## config.mk

```make
export PLATFORM = sky130hd
export DESIGN_NAME = ctx_top
export DESIGN_NICKNAME = d
export VERILOG_FILES = /design/src/verilog/ctx_alu.v /design/src/verilog/ctx_top.v
export VERILOG_INCLUDE_DIRS = /design/src /design/src/verilog
export SDC_FILE = /design/constraint.sdc
export NUM_CORES = 1
export LEC_CHECK = 0
export BUFFER_PORTS_ARGS = -buffer_cell sky130_fd_sc_hd__buf_2
export CAP_MARGIN = 20
export CORE_ASPECT_RATIO = 0.6
export CORE_MARGIN = 2
export CORE_UTILIZATION = 50
export CTS_BUF_LIST = sky130_fd_sc_hd__clkbuf_16
export CTS_CLUSTER_DIAMETER = 200
export DETAILED_ROUTE_END_ITERATION = 10
export PLACE_DENSITY = 0.7
export REMOVE_ABC_BUFFERS = 1
export SYNTH_ARGS = -nofsm -noshare
export SYNTH_HDL_FRONTEND = slang
export SYNTH_SLANG_ARGS = --single-unit
```

## constraint.sdc

```tcl
create_clock -name clock_i -period 12.5 [get_ports clock_i]
set_input_delay 0.625 -clock clock_i [delete_from_list [all_inputs] [get_ports clock_i]]
set_output_delay 0.625 -clock clock_i [all_outputs]
set_load 0.01 [all_outputs]
```

## src/verilog/ctx_defs.vh

```
// Constants for the test, exclusive-OR and trap execution block
`ifndef CTX_DEFS_VH
`define CTX_DEFS_VH
// AXI4-Lite register byte offsets
`define CTX_REG_STATUS 8'h00
`define CTX_REG_CMD 8'h04
`define CTX_REG_OPS 8'h08
`define CTX_REG_EXT 8'h0c
`define CTX_REG_SPPC 8'h10
`define CTX_REG_STK 8'h14
`define CTX_REG_INFO 8'h18
// Flag bit positions
`define CTX_F_C 7
`define CTX_F_Z 6
`define CTX_F_S 5
`define CTX_F_V 4
`define CTX_F_D 3
`define CTX_F_H 2
`define CTX_F_U2 1
`define CTX_F_U1 0
// Arithmetic flags reset value; user bits keep their value
`define CTX_FLAGS_RST 6'h00
// Opcodes
`define CTX_OP_TM_LO 8'h72
`define CTX_OP_TM_HI 8'h77
`define CTX_OP_TMX_ER 8'h78
`define CTX_OP_TMX_IM 8'h79
`define CTX_OP_XOR_LO 8'hb2
`define CTX_OP_XOR_HI 8'hb7
`define CTX_OP_EXCLUSIVE_OR_EXT_ER 8'hb8
`define CTX_OP_EXCLUSIVE_OR_EXT_IM 8'hb9
`define CTX_OP_TRAP 8'hf2
`define CTX_OP_WDT 8'h5f
// Cycle counts
`define CTX_FETCH_EXT 4'h4
`define CTX_EXEC_EXT 4'h3
`define CTX_FETCH_REG 4'h2
`define CTX_FETCH_REG3 4'h3
`define CTX_EXEC_REG 4'h3
`define CTX_EXEC_REG4 4'h4
`define CTX_FETCH_TRAP 4'h2
`define CTX_EXEC_TRAP 4'h6
`define CTX_FETCH_WDT 4'h1
`define CTX_EXEC_WDT 4'h2
// Unmapped read value
`define CTX_BAD_READ 32'h00000000
`endif

```

## src/verilog/ctx_alu.v

```verilog
// Logic unit: AND or XOR of two bytes with zero and sign results
`default_nettype none
module ctx_alu (
  // Operands
  input wire [7:0] dst_i,
  input wire [7:0] src_i,
  input wire use_xor_i,
  // Results
  output wire [7:0] res_o,
  output wire zero_o,
  output wire sign_o
);
  assign res_o = use_xor_i ? (dst_i ^ src_i) : (dst_i & src_i);
  assign zero_o = (res_o == 8'h00);
  assign sign_o = res_o[7];
endmodule // ctx_alu
`default_nettype wire

```

## src/verilog/ctx_top.v

```verilog
// Test-AND, exclusive-OR, trap and flags execution block with AXI4-Lite access
// Overview of operation
// - Opcodes 72 to 77 AND the operands, drop the result, set zero and sign, clear overflow.
// - Opcodes 78 and 79 AND extended operands without write, set Z and S, clear V, 4+3 cycles.
// - Opcode F2 pushes the PC at SP-2, the flags at SP-3, then loads the PC from the vector.
// - Opcodes B2 to B7 write dst XOR src back, set zero and sign, clear overflow, keep carry.
// - Opcodes B8 and B9 store the XOR in the extended target with Z, S, V=0 and 4+3 cycles.
// - The flags show the status of the last logic operation done, or the value of a later status write or interrupt return.
// - Carry, overflow, zero and sign are offered to conditional jumps.
// - Half-carry and decimal bits serve BCD only and are not offered to jumps.
// - User bits change only by status writes and interrupt return, and are not offered to jumps.
// - User bits are not initialised and reset leaves them alone.
// - Interrupts, software traps and illegal-opcode traps push the flags onto the stack.
// - Interrupt return reloads the flags from the saved stack value.
//
// The implementer's own choices: the AXI4-Lite interface to the registers and the register offsets.
`default_nettype none
`include "ctx_defs.vh"
module ctx_top (
  // Clock and reset
  input wire clock_i,
  input wire rst_n_i,
  // AXI4-Lite write address
  input wire [7:0] s_axi_awaddr_i,
  input wire s_axi_awvalid_i,
  output reg s_axi_awready_o,
  // AXI4-Lite write data
  input wire [31:0] s_axi_wdata_i,
  input wire [3:0] s_axi_wstrb_i,
  input wire s_axi_wvalid_i,
  output reg s_axi_wready_o,
  // AXI4-Lite write response
  output reg [1:0] s_axi_bresp_o,
  output reg s_axi_bvalid_o,
  input wire s_axi_bready_i,
  // AXI4-Lite read address
  input wire [7:0] s_axi_araddr_i,
  input wire s_axi_arvalid_i,
  output reg s_axi_arready_o,
  // AXI4-Lite read data
  output reg [31:0] s_axi_rdata_o,
  output reg [1:0] s_axi_rresp_o,
  output reg s_axi_rvalid_o,
  input wire s_axi_rready_i,
  // Core side
  output reg [3:0] jump_flags_o,
  output reg watchdog_restart_o,
  output reg busy_o
);
  // ********************************************************
  // Reset synchroniser
  // ********************************************************
  reg rst_meta_q;
  reg rst_sync_q;
  always @(posedge clock_i or negedge rst_n_i) begin
    if (!rst_n_i) begin
      rst_meta_q <= 1'b0;
      rst_sync_q <= 1'b0;
    end else begin
      rst_meta_q <= 1'b1;
      rst_sync_q <= rst_meta_q;
    end
  end
  wire rst_n = rst_sync_q;

  // ********************************************************
  // Registers
  // ********************************************************
  reg [5:0] arith_q;   // C Z S V D H
  reg [1:0] user_q;    // U2 U1, no reset
  reg [7:0] opcode_q;
  reg [7:0] dst_q;
  reg [7:0] src_q;
  reg [7:0] ext_q;
  reg [7:0] vector_q;
  reg [15:0] sp_q;
  reg [15:0] pc_q;
  reg [15:0] stk_pc_q;
  reg [7:0] stk_flags_q;
  reg [3:0] fetch_q;
  reg [3:0] exec_q;
  reg [3:0] cnt_q;
  reg ill_q;
  wire [7:0] flags = {arith_q, user_q};

  // ********************************************************
  // Logic unit
  // ********************************************************
  wire is_tm = (opcode_q >= `CTX_OP_TM_LO) && (opcode_q <= `CTX_OP_TM_HI);
  wire is_tmx = (opcode_q == `CTX_OP_TMX_ER) || (opcode_q == `CTX_OP_TMX_IM);
  wire is_xor = (opcode_q >= `CTX_OP_XOR_LO) && (opcode_q <= `CTX_OP_XOR_HI);
  wire is_exclusive_or_ext = (opcode_q == `CTX_OP_EXCLUSIVE_OR_EXT_ER) || (opcode_q == `CTX_OP_EXCLUSIVE_OR_EXT_IM);
  wire is_trap = (opcode_q == `CTX_OP_TRAP);
  wire is_wdt = (opcode_q == `CTX_OP_WDT);
  wire [7:0] alu_res;
  wire alu_z;
  wire alu_s;
  ctx_alu u_alu (
    .dst_i(is_exclusive_or_ext || is_tmx ? ext_q : dst_q),
    .src_i(src_q),
    .use_xor_i(is_xor || is_exclusive_or_ext),
    .res_o(alu_res),
    .zero_o(alu_z),
    .sign_o(alu_s)
  );

  // ********************************************************
  // AXI4-Lite slave
  // ********************************************************
  reg [7:0] aw_q;
  reg aw_have_q;
  reg [31:0] w_q;
  reg [3:0] ws_q;
  reg w_have_q;
  wire wr_go = aw_have_q && w_have_q && !s_axi_bvalid_o;
  wire [7:0] cmd_byte = w_q[7:0];
  wire wr_cmd = wr_go && (aw_q == `CTX_REG_CMD) && ws_q[0];
  wire wr_status = wr_go && (aw_q == `CTX_REG_STATUS) && ws_q[0];
  wire wr_ok = (aw_q == `CTX_REG_STATUS) || (aw_q == `CTX_REG_CMD) ||
               (aw_q == `CTX_REG_OPS) || (aw_q == `CTX_REG_EXT) ||
               (aw_q == `CTX_REG_SPPC);
  // Command bit 8: opcode start; bits 9,10,11: interrupt, illegal trap, return
  wire start = wr_cmd && w_q[8] && !busy_o;
  wire take_irq = wr_go && (aw_q == `CTX_REG_CMD) && ws_q[1] && w_q[9] && !busy_o;
  wire take_ill = wr_go && (aw_q == `CTX_REG_CMD) && ws_q[1] && w_q[10] && !busy_o;
  wire do_interrupt_return_op = wr_go && (aw_q == `CTX_REG_CMD) && ws_q[1] && w_q[11] && !busy_o;

  always @(posedge clock_i or negedge rst_n) begin
    if (!rst_n) begin
      s_axi_awready_o <= 1'b0;
      s_axi_wready_o <= 1'b0;
      s_axi_bvalid_o <= 1'b0;
      s_axi_bresp_o <= 2'h0;
      aw_have_q <= 1'b0;
      w_have_q <= 1'b0;
      aw_q <= 8'h00;
      w_q <= 32'h00000000;
      ws_q <= 4'h0;
    end else begin
      s_axi_awready_o <= !aw_have_q && !s_axi_awready_o;
      s_axi_wready_o <= !w_have_q && !s_axi_wready_o;
      if (s_axi_awvalid_i && s_axi_awready_o) begin
        aw_have_q <= 1'b1;
        aw_q <= s_axi_awaddr_i;
        s_axi_awready_o <= 1'b0;
      end
      if (s_axi_wvalid_i && s_axi_wready_o) begin
        w_have_q <= 1'b1;
        w_q <= s_axi_wdata_i;
        ws_q <= s_axi_wstrb_i;
        s_axi_wready_o <= 1'b0;
      end
      if (wr_go) begin
        aw_have_q <= 1'b0;
        w_have_q <= 1'b0;
        s_axi_bvalid_o <= 1'b1;
        s_axi_bresp_o <= wr_ok ? 2'h0 : 2'h2;
      end else if (s_axi_bvalid_o && s_axi_bready_i) begin
        s_axi_bvalid_o <= 1'b0;
      end
    end
  end

  always @(posedge clock_i or negedge rst_n) begin
    if (!rst_n) begin
      s_axi_arready_o <= 1'b0;
      s_axi_rvalid_o <= 1'b0;
      s_axi_rresp_o <= 2'h0;
      s_axi_rdata_o <= 32'h00000000;
    end else begin
      s_axi_arready_o <= !s_axi_rvalid_o && !s_axi_arready_o;
      if (s_axi_arvalid_i && s_axi_arready_o) begin
        s_axi_arready_o <= 1'b0;
        s_axi_rvalid_o <= 1'b1;
        s_axi_rresp_o <= 2'h0;
        case (s_axi_araddr_i)
          `CTX_REG_STATUS: s_axi_rdata_o <= {23'h000000, busy_o, flags};
          `CTX_REG_CMD: s_axi_rdata_o <= {24'h000000, opcode_q};
          `CTX_REG_OPS: s_axi_rdata_o <= {8'h00, vector_q, src_q, dst_q};
          `CTX_REG_EXT: s_axi_rdata_o <= {24'h000000, ext_q};
          `CTX_REG_SPPC: s_axi_rdata_o <= {sp_q, pc_q};
          `CTX_REG_STK: s_axi_rdata_o <= {8'h00, stk_flags_q, stk_pc_q};
          `CTX_REG_INFO: s_axi_rdata_o <= {20'h00000, fetch_q, exec_q, 3'h0, ill_q};
          default: begin
            s_axi_rdata_o <= `CTX_BAD_READ;
            s_axi_rresp_o <= 2'h2;
          end
        endcase
      end else if (s_axi_rvalid_o && s_axi_rready_i) begin
        s_axi_rvalid_o <= 1'b0;
      end
    end
  end

  // ********************************************************
  // Execution sequencer
  // ********************************************************
  localparam ST_IDLE = 2'h0;
  localparam ST_EXEC = 2'h1;
  reg [1:0] state_q;
  wire exec_done = (state_q == ST_EXEC) && (cnt_q == 4'h1);

  always @(posedge clock_i or negedge rst_n) begin
    if (!rst_n) begin
      state_q <= ST_IDLE;
      cnt_q <= 4'h0;
      busy_o <= 1'b0;
      fetch_q <= 4'h0;
      exec_q <= 4'h0;
      ill_q <= 1'b0;
      watchdog_restart_o <= 1'b0;
    end else begin
      watchdog_restart_o <= 1'b0;
      case (state_q)
        ST_IDLE: begin
          if (start) begin
            state_q <= ST_EXEC;
            busy_o <= 1'b1;
            ill_q <= 1'b0;
            if ((cmd_byte == `CTX_OP_TMX_ER) || (cmd_byte == `CTX_OP_TMX_IM) ||
                (cmd_byte == `CTX_OP_EXCLUSIVE_OR_EXT_ER) || (cmd_byte == `CTX_OP_EXCLUSIVE_OR_EXT_IM)) begin
              fetch_q <= `CTX_FETCH_EXT;
              exec_q <= `CTX_EXEC_EXT;
            end else if (cmd_byte == `CTX_OP_TRAP) begin
              fetch_q <= `CTX_FETCH_TRAP;
              exec_q <= `CTX_EXEC_TRAP;
            end else if (cmd_byte == `CTX_OP_WDT) begin
              fetch_q <= `CTX_FETCH_WDT;
              exec_q <= `CTX_EXEC_WDT;
            end else begin
              fetch_q <= (cmd_byte[2:0] < 3'h4) ? `CTX_FETCH_REG : `CTX_FETCH_REG3;
              exec_q <= cmd_byte[0] ? `CTX_EXEC_REG4 : `CTX_EXEC_REG;
            end
            cnt_q <= 4'h1;
          end
        end
        ST_EXEC: begin
          if (cnt_q == 4'h1) begin
            state_q <= ST_IDLE;
            busy_o <= 1'b0;
            if (!(is_tm || is_tmx || is_xor || is_exclusive_or_ext || is_trap || is_wdt)) begin
              ill_q <= 1'b1;
            end
            if (is_wdt) begin
              watchdog_restart_o <= 1'b1;
            end
          end
        end
        default: begin
          state_q <= ST_IDLE;
          busy_o <= 1'b0;
        end
      endcase
    end
  end

  // ********************************************************
  // Operands, flags, stack and program counter
  // ********************************************************
  wire trap_push = exec_done && is_trap;
  wire any_push = trap_push || take_irq || take_ill;
  always @(posedge clock_i or negedge rst_n) begin
    if (!rst_n) begin
      arith_q <= `CTX_FLAGS_RST;
      opcode_q <= 8'h00;
      dst_q <= 8'h00;
      src_q <= 8'h00;
      ext_q <= 8'h00;
      vector_q <= 8'h00;
      sp_q <= 16'h0000;
      pc_q <= 16'h0000;
      stk_pc_q <= 16'h0000;
      stk_flags_q <= 8'h00;
      jump_flags_o <= 4'h0;
    end else begin
      jump_flags_o <= {arith_q[5], arith_q[2], arith_q[4], arith_q[3]};
      if (start) begin
        opcode_q <= cmd_byte;
      end
      if (wr_go && (aw_q == `CTX_REG_OPS)) begin
        if (ws_q[0]) dst_q <= w_q[7:0];
        if (ws_q[1]) src_q <= w_q[15:8];
        if (ws_q[2]) vector_q <= w_q[23:16];
      end
      if (wr_go && (aw_q == `CTX_REG_EXT) && ws_q[0]) begin
        ext_q <= w_q[7:0];
      end
      if (wr_go && (aw_q == `CTX_REG_SPPC)) begin
        if (ws_q[0]) pc_q[7:0] <= w_q[7:0];
        if (ws_q[1]) pc_q[15:8] <= w_q[15:8];
        if (ws_q[2]) sp_q[7:0] <= w_q[23:16];
        if (ws_q[3]) sp_q[15:8] <= w_q[31:24];
      end
      if (wr_status) begin
        arith_q <= w_q[7:2];
      end
      if (exec_done && (is_tm || is_tmx || is_xor || is_exclusive_or_ext)) begin
        arith_q[4] <= alu_z;
        arith_q[3] <= alu_s;
        arith_q[2] <= 1'b0;
      end
      if (exec_done && is_xor) begin
        dst_q <= alu_res;
      end
      if (exec_done && is_exclusive_or_ext) begin
        ext_q <= alu_res;
      end
      if (any_push) begin
        sp_q <= sp_q - 16'h0003;
        stk_pc_q <= pc_q;
        stk_flags_q <= flags;
        pc_q <= {8'h00, vector_q};
      end else if (do_interrupt_return_op) begin
        arith_q <= stk_flags_q[7:2];
        pc_q <= stk_pc_q;
        sp_q <= sp_q + 16'h0003;
      end
    end
  end

  // User bits have no reset at all
  always @(posedge clock_i) begin
    if (wr_status) begin
      user_q <= w_q[1:0];
    end else if (do_interrupt_return_op) begin
      user_q <= stk_flags_q[1:0];
    end
  end
endmodule // ctx_top
`default_nettype wire

```

Yosys cells after proc, flatten, opt, wreduce, memory -nomap -nowiden
Index checks and enable logic that the tools add are counted.

storage, ports and cells
  ROM bits = 0
  flip-flop bits (word level) = 211
  memories = 0
  output and inout bits = 47
  input bits = 59
  bits in latches = 0
  RAM bits = 0

cells by class
  muxes and demuxes = 57
  div/mod/pow operators = 0
  bitwise gates (word level) = 2
  $lt $le $gt $ge = 5
  $add $sub $neg = 2
  shifts and indexed selects = 0
  reductions and logical operators = 89
  eq/ne operators = 26
  multiply operators = 0

operators by type and width
  cell                                                                    count
  32-bit one-hot mux with 7 select lines                                  1
  16-bit 2-to-1 mux                                                       6
  8-bit 2-to-1 mux                                                        10
  8-bit by 7-bit == test with 1-bit output (second input constant)        6
  8-bit == test (second input constant)                                   6
  1-bit logical AND                                                       34
  8-bit by 4-bit == test with 1-bit output (second input constant)        4
  8-bit by 5-bit == test with 1-bit output (second input constant)        4
  8-bit logical NOT                                                       3
  1-bit 2-to-1 mux                                                        20
  1-bit logical OR                                                        18
  3-bit 2-to-1 mux                                                        6
  6-bit 2-to-1 mux                                                        3
  2-bit AND reduction                                                     9
  2-bit nonzero test                                                      9
  16-bit by 2-bit adder with 16-bit output (second input constant)        1
  8-bit by 3-bit == test with 1-bit output (second input constant)        2
  2-bit 2-to-1 mux                                                        8
  16-bit by 2-bit subtractor with 16-bit output (second input constant)   1
  3-bit nonzero test                                                      5
  8-bit AND                                                               1
  8-bit by 7-bit >= comparator with 1-bit output (second input constant)  1
  8-bit >= comparator (second input constant)                             1
  8-bit by 7-bit <= comparator with 1-bit output (second input constant)  1
  12 further kinds                                                        21

Longest topological paths before layout
  word-level depth = 10
  mapped depth = 11
  mapped depth without buffers = 10

By module
A second synthesis with hierarchy kept.

second synthesis, totals
  cell total of the unflattened synthesis = 1031
  area, all modules = 10461.3 um2

by module, submodules not included
  module   cells each  times used  area an instance (um2)
  ctx_top  1005        1           10168.5
  ctx_alu  26          1           292.8

Worst setup path before layout
OpenSTA, ideal clock, no wires.

  path kind = reg2reg
  start = register opcode_q[6]
  end = register arith_q[4]
  setup time = 83 ps
  path slack = 10037 ps
  clock period less this slack = 2463 ps
  arrival time = 2380 ps
  required time = 12417 ps
  stages on the path, launching flop included = 12
  buffers on the path = 1
  cell sequence = dfrtp_1 > clkbuf_1 > xor2_1 > and3_1 > nand3_1 > mux2_2 > ha_1 > nor4_1 > nand2_1 > mux2i_1 > mux2i_1 > o21ai_0

between the ends
  word-level cells in the longest chain between the ends = 10

RTL lines
  element                                                      line           source
  start: declaration                                           ctx_top.v:71   reg [7:0] opcode_q;
  start signal: assignment                                     ctx_top.v:278  opcode_q <= cmd_byte;
  branches (longest 9 deep; another with 8-bit >= comparator)  n/a
  6-bit 2-to-1 mux (*)                                         ctx_top.v:308  if (any_push) begin
  end signal: assignment                                       ctx_top.v:295  arith_q <= w_q[7:2];
  end signal: assignment                                       ctx_top.v:298  arith_q[4] <= alu_z;
  end signal: assignment                                       ctx_top.v:314  arith_q <= stk_flags_q[7:2];
  end: declaration                                             ctx_top.v:69   reg [5:0] arith_q;

Every way passes the cells marked *.
A chain may end at the register's enable or synchronous reset.

Worst setup path in the final report
  start = register s_axi_bvalid_o
  end = register sp_q[5]

between the ends
  word-level cells in the longest chain between the ends = 10

RTL lines
  element                               line                                         source
  start: declaration                    ctx_top.v:34                                 output reg s_axi_bvalid_o,
  start signal: assignment              ctx_top.v:132                                s_axi_bvalid_o <= 1'b0;
  start signal: assignment              ctx_top.v:156                                s_axi_bvalid_o <= 1'b1;
  start signal: assignment              ctx_top.v:159                                s_axi_bvalid_o <= 1'b0;
  1-bit logical NOT (*)                 ctx_top.v:115                                wire wr_go = aw_have_q && w_have_q && !s_axi_bvalid_o;
  1-bit logical AND (*)                 ctx_top.v:115
  1-bit logical AND (2 in a row)        ctx_top.v:124, ctx_top.v:125, ctx_top.v:126
  1-bit logical AND (2 in a row)        ctx_top.v:124                                wire take_irq = wr_go && (aw_q == `CTX_REG_CMD) && ws_q[1] && w_q[9] && !busy_o;
  1-bit logical OR (2 in a row)         ctx_top.v:261                                wire any_push = trap_push || take_irq || take_ill;
  3-bit nonzero test (no source line)   n/a
  2-bit AND reduction (no source line)  n/a
  end signal: assignment                ctx_top.v:291                                if (ws_q[2]) sp_q[7:0] <= w_q[23:16];
  end signal: assignment                ctx_top.v:309                                sp_q <= sp_q - 16'h0003;
  end signal: assignment                ctx_top.v:316                                sp_q <= sp_q + 16'h0003;
  end: declaration                      ctx_top.v:76                                 reg [15:0] sp_q;

Every way passes the cells marked *; elsewhere a longest branch is shown, timed or not.

==> flow_summary.json <==
{
  "max_freq_mhz": 336.2,
  "dieArea_um2": 22090,
  "powerDensity_nw_per_um2": 163.7,
  "drc_errors": 0,
  "diodes": 0,
  "ioPinCount": 106,
  "core_region_area_um2": 20220,
  "skew_ns": 0.01753,
  "synth-edff-count": 2,
  "grtUsageTotal_pct": 29.01,
  "clk_path_buf_depth": 3,
  "cts_buffers": 21,
  "antenna_found_initial": 1,
  "clkTransAtPathRegs_ns": 0.07,
  "slowest_delay_ns": 0.61,
  "numPortBuffers": 103,
  "synth_cells": 1055,
  "syn_avg_cell_area_um2": 9.897,
  "most-common-layout-cells": "dfrtp_1 (202), nand2_1 (191), buf_2 (103)",
  "cp-start-kind": "register",
  "cts_tree": "yes",
  "required_ns": 12.88,
  "grt_pass1_wl_mm": 48.56,
  "status": "complete, no violations",
  "wl_mm": 31.27,
  "clock_latency_ns": 0.51,
  "min_path_type": "in -> reg",
  "routed_via_density": 6.179,
  "async_reset_ff_share_pct": 99.02,
  "num_rows": 40,
  "die_y_um": 115.9,
  "slew_violations": 0,
  "worstMarginPinSlew_ns": 1.069,
  "relSlewSlack_pct": 28.29,
  "leakage_nw": 5.765,
  "synth-seq-cells": 205,
  "fin_ws_ns": 9.526,
  "critical_path_arrival_ns": 3.35,
  "maxCapViolCount": 0,
  "initial_core_util_pct": 51.64,
  "cts_setup_buffers": 0,
  "vdd_drop_max_v": 0.0001152,
  "antenna_left": 0,
  "rsz0062_at_grt": "false",
  "dp_hpwl_mm": 22.13,
  "post-place-ws_ns": 9.387,
  "cp_cell_sequence": "and3b_1, nand2_1, o21ai_4, buf_4, nor2_4, a221oi_1, o22ai_1",
  "crit_type": "reg -> reg",
  "clockRootBuffer": "clkbuf_16",
  "end_kind": "register",
  "finalSetupTns_ns": 0,
  "area_growth_pct": 13.72,
  "crit_family": "compound AO/OA/AOI/OAI gates",
  "hold_viol_final": 0,
  "cp_slowest_cell": "o21ai_4",
  "synth_warnings": 0,
  "synth_cell_type_count": 75,
  "cp_max_fo": 29,
  "nets": 1198,
  "critical_path_buf_inv_count": 1,
  "layout_commonest_cell": "dfrtp_1",
  "first_pass_iters": 6,
  "min_period_ns": 2.974,
  "first_global_vias": 8144,
  "overflow": 0,
  "die_x_um": 190.6,
  "htreeDepth": 1,
  "yosys_most_used_dff": "dfrtp_1",
  "wl_per_cell_um": 22.07,
  "drtIter0Drc": 1209,
  "drive_gt1_share_pct": 21.33,
  "synth.cell_area_um2": 10440,
  "ys_seq_area_share_pct": 49.23,
  "setup_viol": 0,
  "vias": 8755,
  "place_congestion": 0.9409,
  "grt_max_degree": 80,
  "finalCritPeriodShare_pct": 23.79,
  "cts_sinks": 205
}
cells by family (layout without fill, tap and decap cells):
group / count (synthesis) / after routing / share of synthesized area [%]
adders and majority gates: 10 / 10 / 1.198
and+or+nand+nor: 391 / 391 / 17.51
buffers and inverters: 88 / 176 / 3.571
DFF: 205 / 205 / 49.23
other: 2 / 3 / 0.07193
xor gates and xnor gates: 7 / 7 / 0.5872
AOI/OAI and AO/OA: 214 / 214 / 13.49
muxes: 138 / 138 / 14.34
worst reg2reg max path, delay by kind of cell, from the launching register on:
kind | cells | cell delay (ns)
AOI/OAI and AO/OA | 3 | 1.04
and+or+nand+nor | 3 | 0.94
buffers and inverters | 1 | 0.48
DFF | 1 | 0.39
Yosys cell counts, types with 6 or more instances:
| master | n | area (µm²) |
|---|---|---|
| a21oi_1 | 41 | 205.2 |
| a221oi_1 | 6 | 52.55 |
| a222oi_1 | 14 | 140.1 |
| a22o_1 | 8 | 70.07 |
| a22oi_1 | 6 | 45.04 |
| a31oi_1 | 8 | 50.05 |
| and3_1 | 7 | 43.79 |
| buf_2 | 12 | 60.06 |
| clkbuf_1 | 52 | 195.2 |
| dfrtp_1 | 203 | 5080 |
| ha_1 | 10 | 125.1 |
| inv_1 | 17 | 63.81 |
| mux2_2 | 73 | 822.0 |
| mux2i_1 | 63 | 630.6 |
| nand2_1 | 192 | 720.7 |
| nand3_1 | 23 | 115.1 |
| nand4_1 | 8 | 50.05 |
| nor2_1 | 76 | 285.3 |
| nor3_1 | 22 | 110.1 |
| nor4_1 | 11 | 68.82 |
| o211ai_1 | 7 | 52.55 |
| o21ai_0 | 64 | 320.3 |
| o22ai_1 | 6 | 37.54 |
| o31ai_1 | 10 | 75.07 |
| or2_2 | 6 | 37.54 |
| or3_1 | 8 | 50.05 |
| xor2_1 | 6 | 52.55 |
final timing paths:
path | startpoint | to | slack (ns) | cells after the start
min in group asynchronous | rst_n$_DFF_PN0_ | aw_q[0]$_DFFE_PN0P_ | 0.34 | 0
min | s_axi_bready_i | s_axi_bvalid_o$_DFFE_PN0P_ | 0.29 | 2
min reg2reg | rst_n$_DFF_PN0_ | aw_q[0]$_DFFE_PN0P_ | 0.34 | 0
max | s_axi_bvalid_o$_DFFE_PN0P_ | sp_q[5]$_DFFE_PN0P_ | 9.53 | 7
max in group asynchronous | rst_n$_DFF_PN0_ | s_axi_rdata_o[4]$_DFFE_PN0P_ | 10.76 | 1
max reg2reg | s_axi_bvalid_o$_DFFE_PN0P_ | sp_q[5]$_DFFE_PN0P_ | 9.53 | 7
power breakdown:
| part | leakage (nW) | switching [W] | internal, W |
|---|---|---|---|
| Combinational | 2.75 | 0.000166 | 0.000177 |
| Clock | 0.352 | 0.000267 | 0.000368 |
| Sequential | 2.67 | 0.000187 | 0.000779 |
| Total | 5.77 | 0.000620 | 0.00132 |
final cells by class:
class	instances	area, µm²
fillers	1778	8346
flip-flops and latches	205	5144
multi-input cells	763	4970
repair buffers	121	674.4
clock buffers	21	525.5
well taps	273	341.6
clock inverters	17	155.1
inverters	17	63.81
through the flow:
| stage | util (%) | instances | area (µm²) | total power [W] | hold slack (ns) |
|---|---|---|---|---|---|
| 2_1_floorplan | - | 985 | 10140 | 0.001148 | 0.3294 |
| 3_3_place_gp | 55.06 | 1374 | 11130 | 0.001292 | 0.3343 |
| 3_5_place_dp | 55.19 | 1376 | 11160 | 0.001308 | 0.3358 |
| 4_1_cts | 58.60 | 1415 | 11850 | 0.001940 | 0.2731 |
| 5_1_grt | 58.73 | 1417 | 11870 | 0.002033 | 0.3022 |
| 6_report | 58.73 | 1417 | 11870 | 0.001944 | 0.2920 |
registers in the layout, indices dropped and copies added (netlist names), 16 cells and up:
name and cells:
stk_pc_q 16, sp_q 16, pc_q 16, s_axi_rdata_o 32
w_q 32
layer usage:
metal / up-vias / wire, µm / track usage, %
met4: 2 / 532 / 5.633
met1: 4270 / 14750 / 45.78
met2: 482 / 11940 / 38.69
li1: 3951 / - / -
met3: 50 / 4041 / 8.934
met5: - / 9 / 0
what timing repair did:
action,CTS,global route
hold buffers,1,0
resized for setup,0,0
hold endpoints to repair,2,0
No activity file was read; power rests on OpenSTA's default activity.
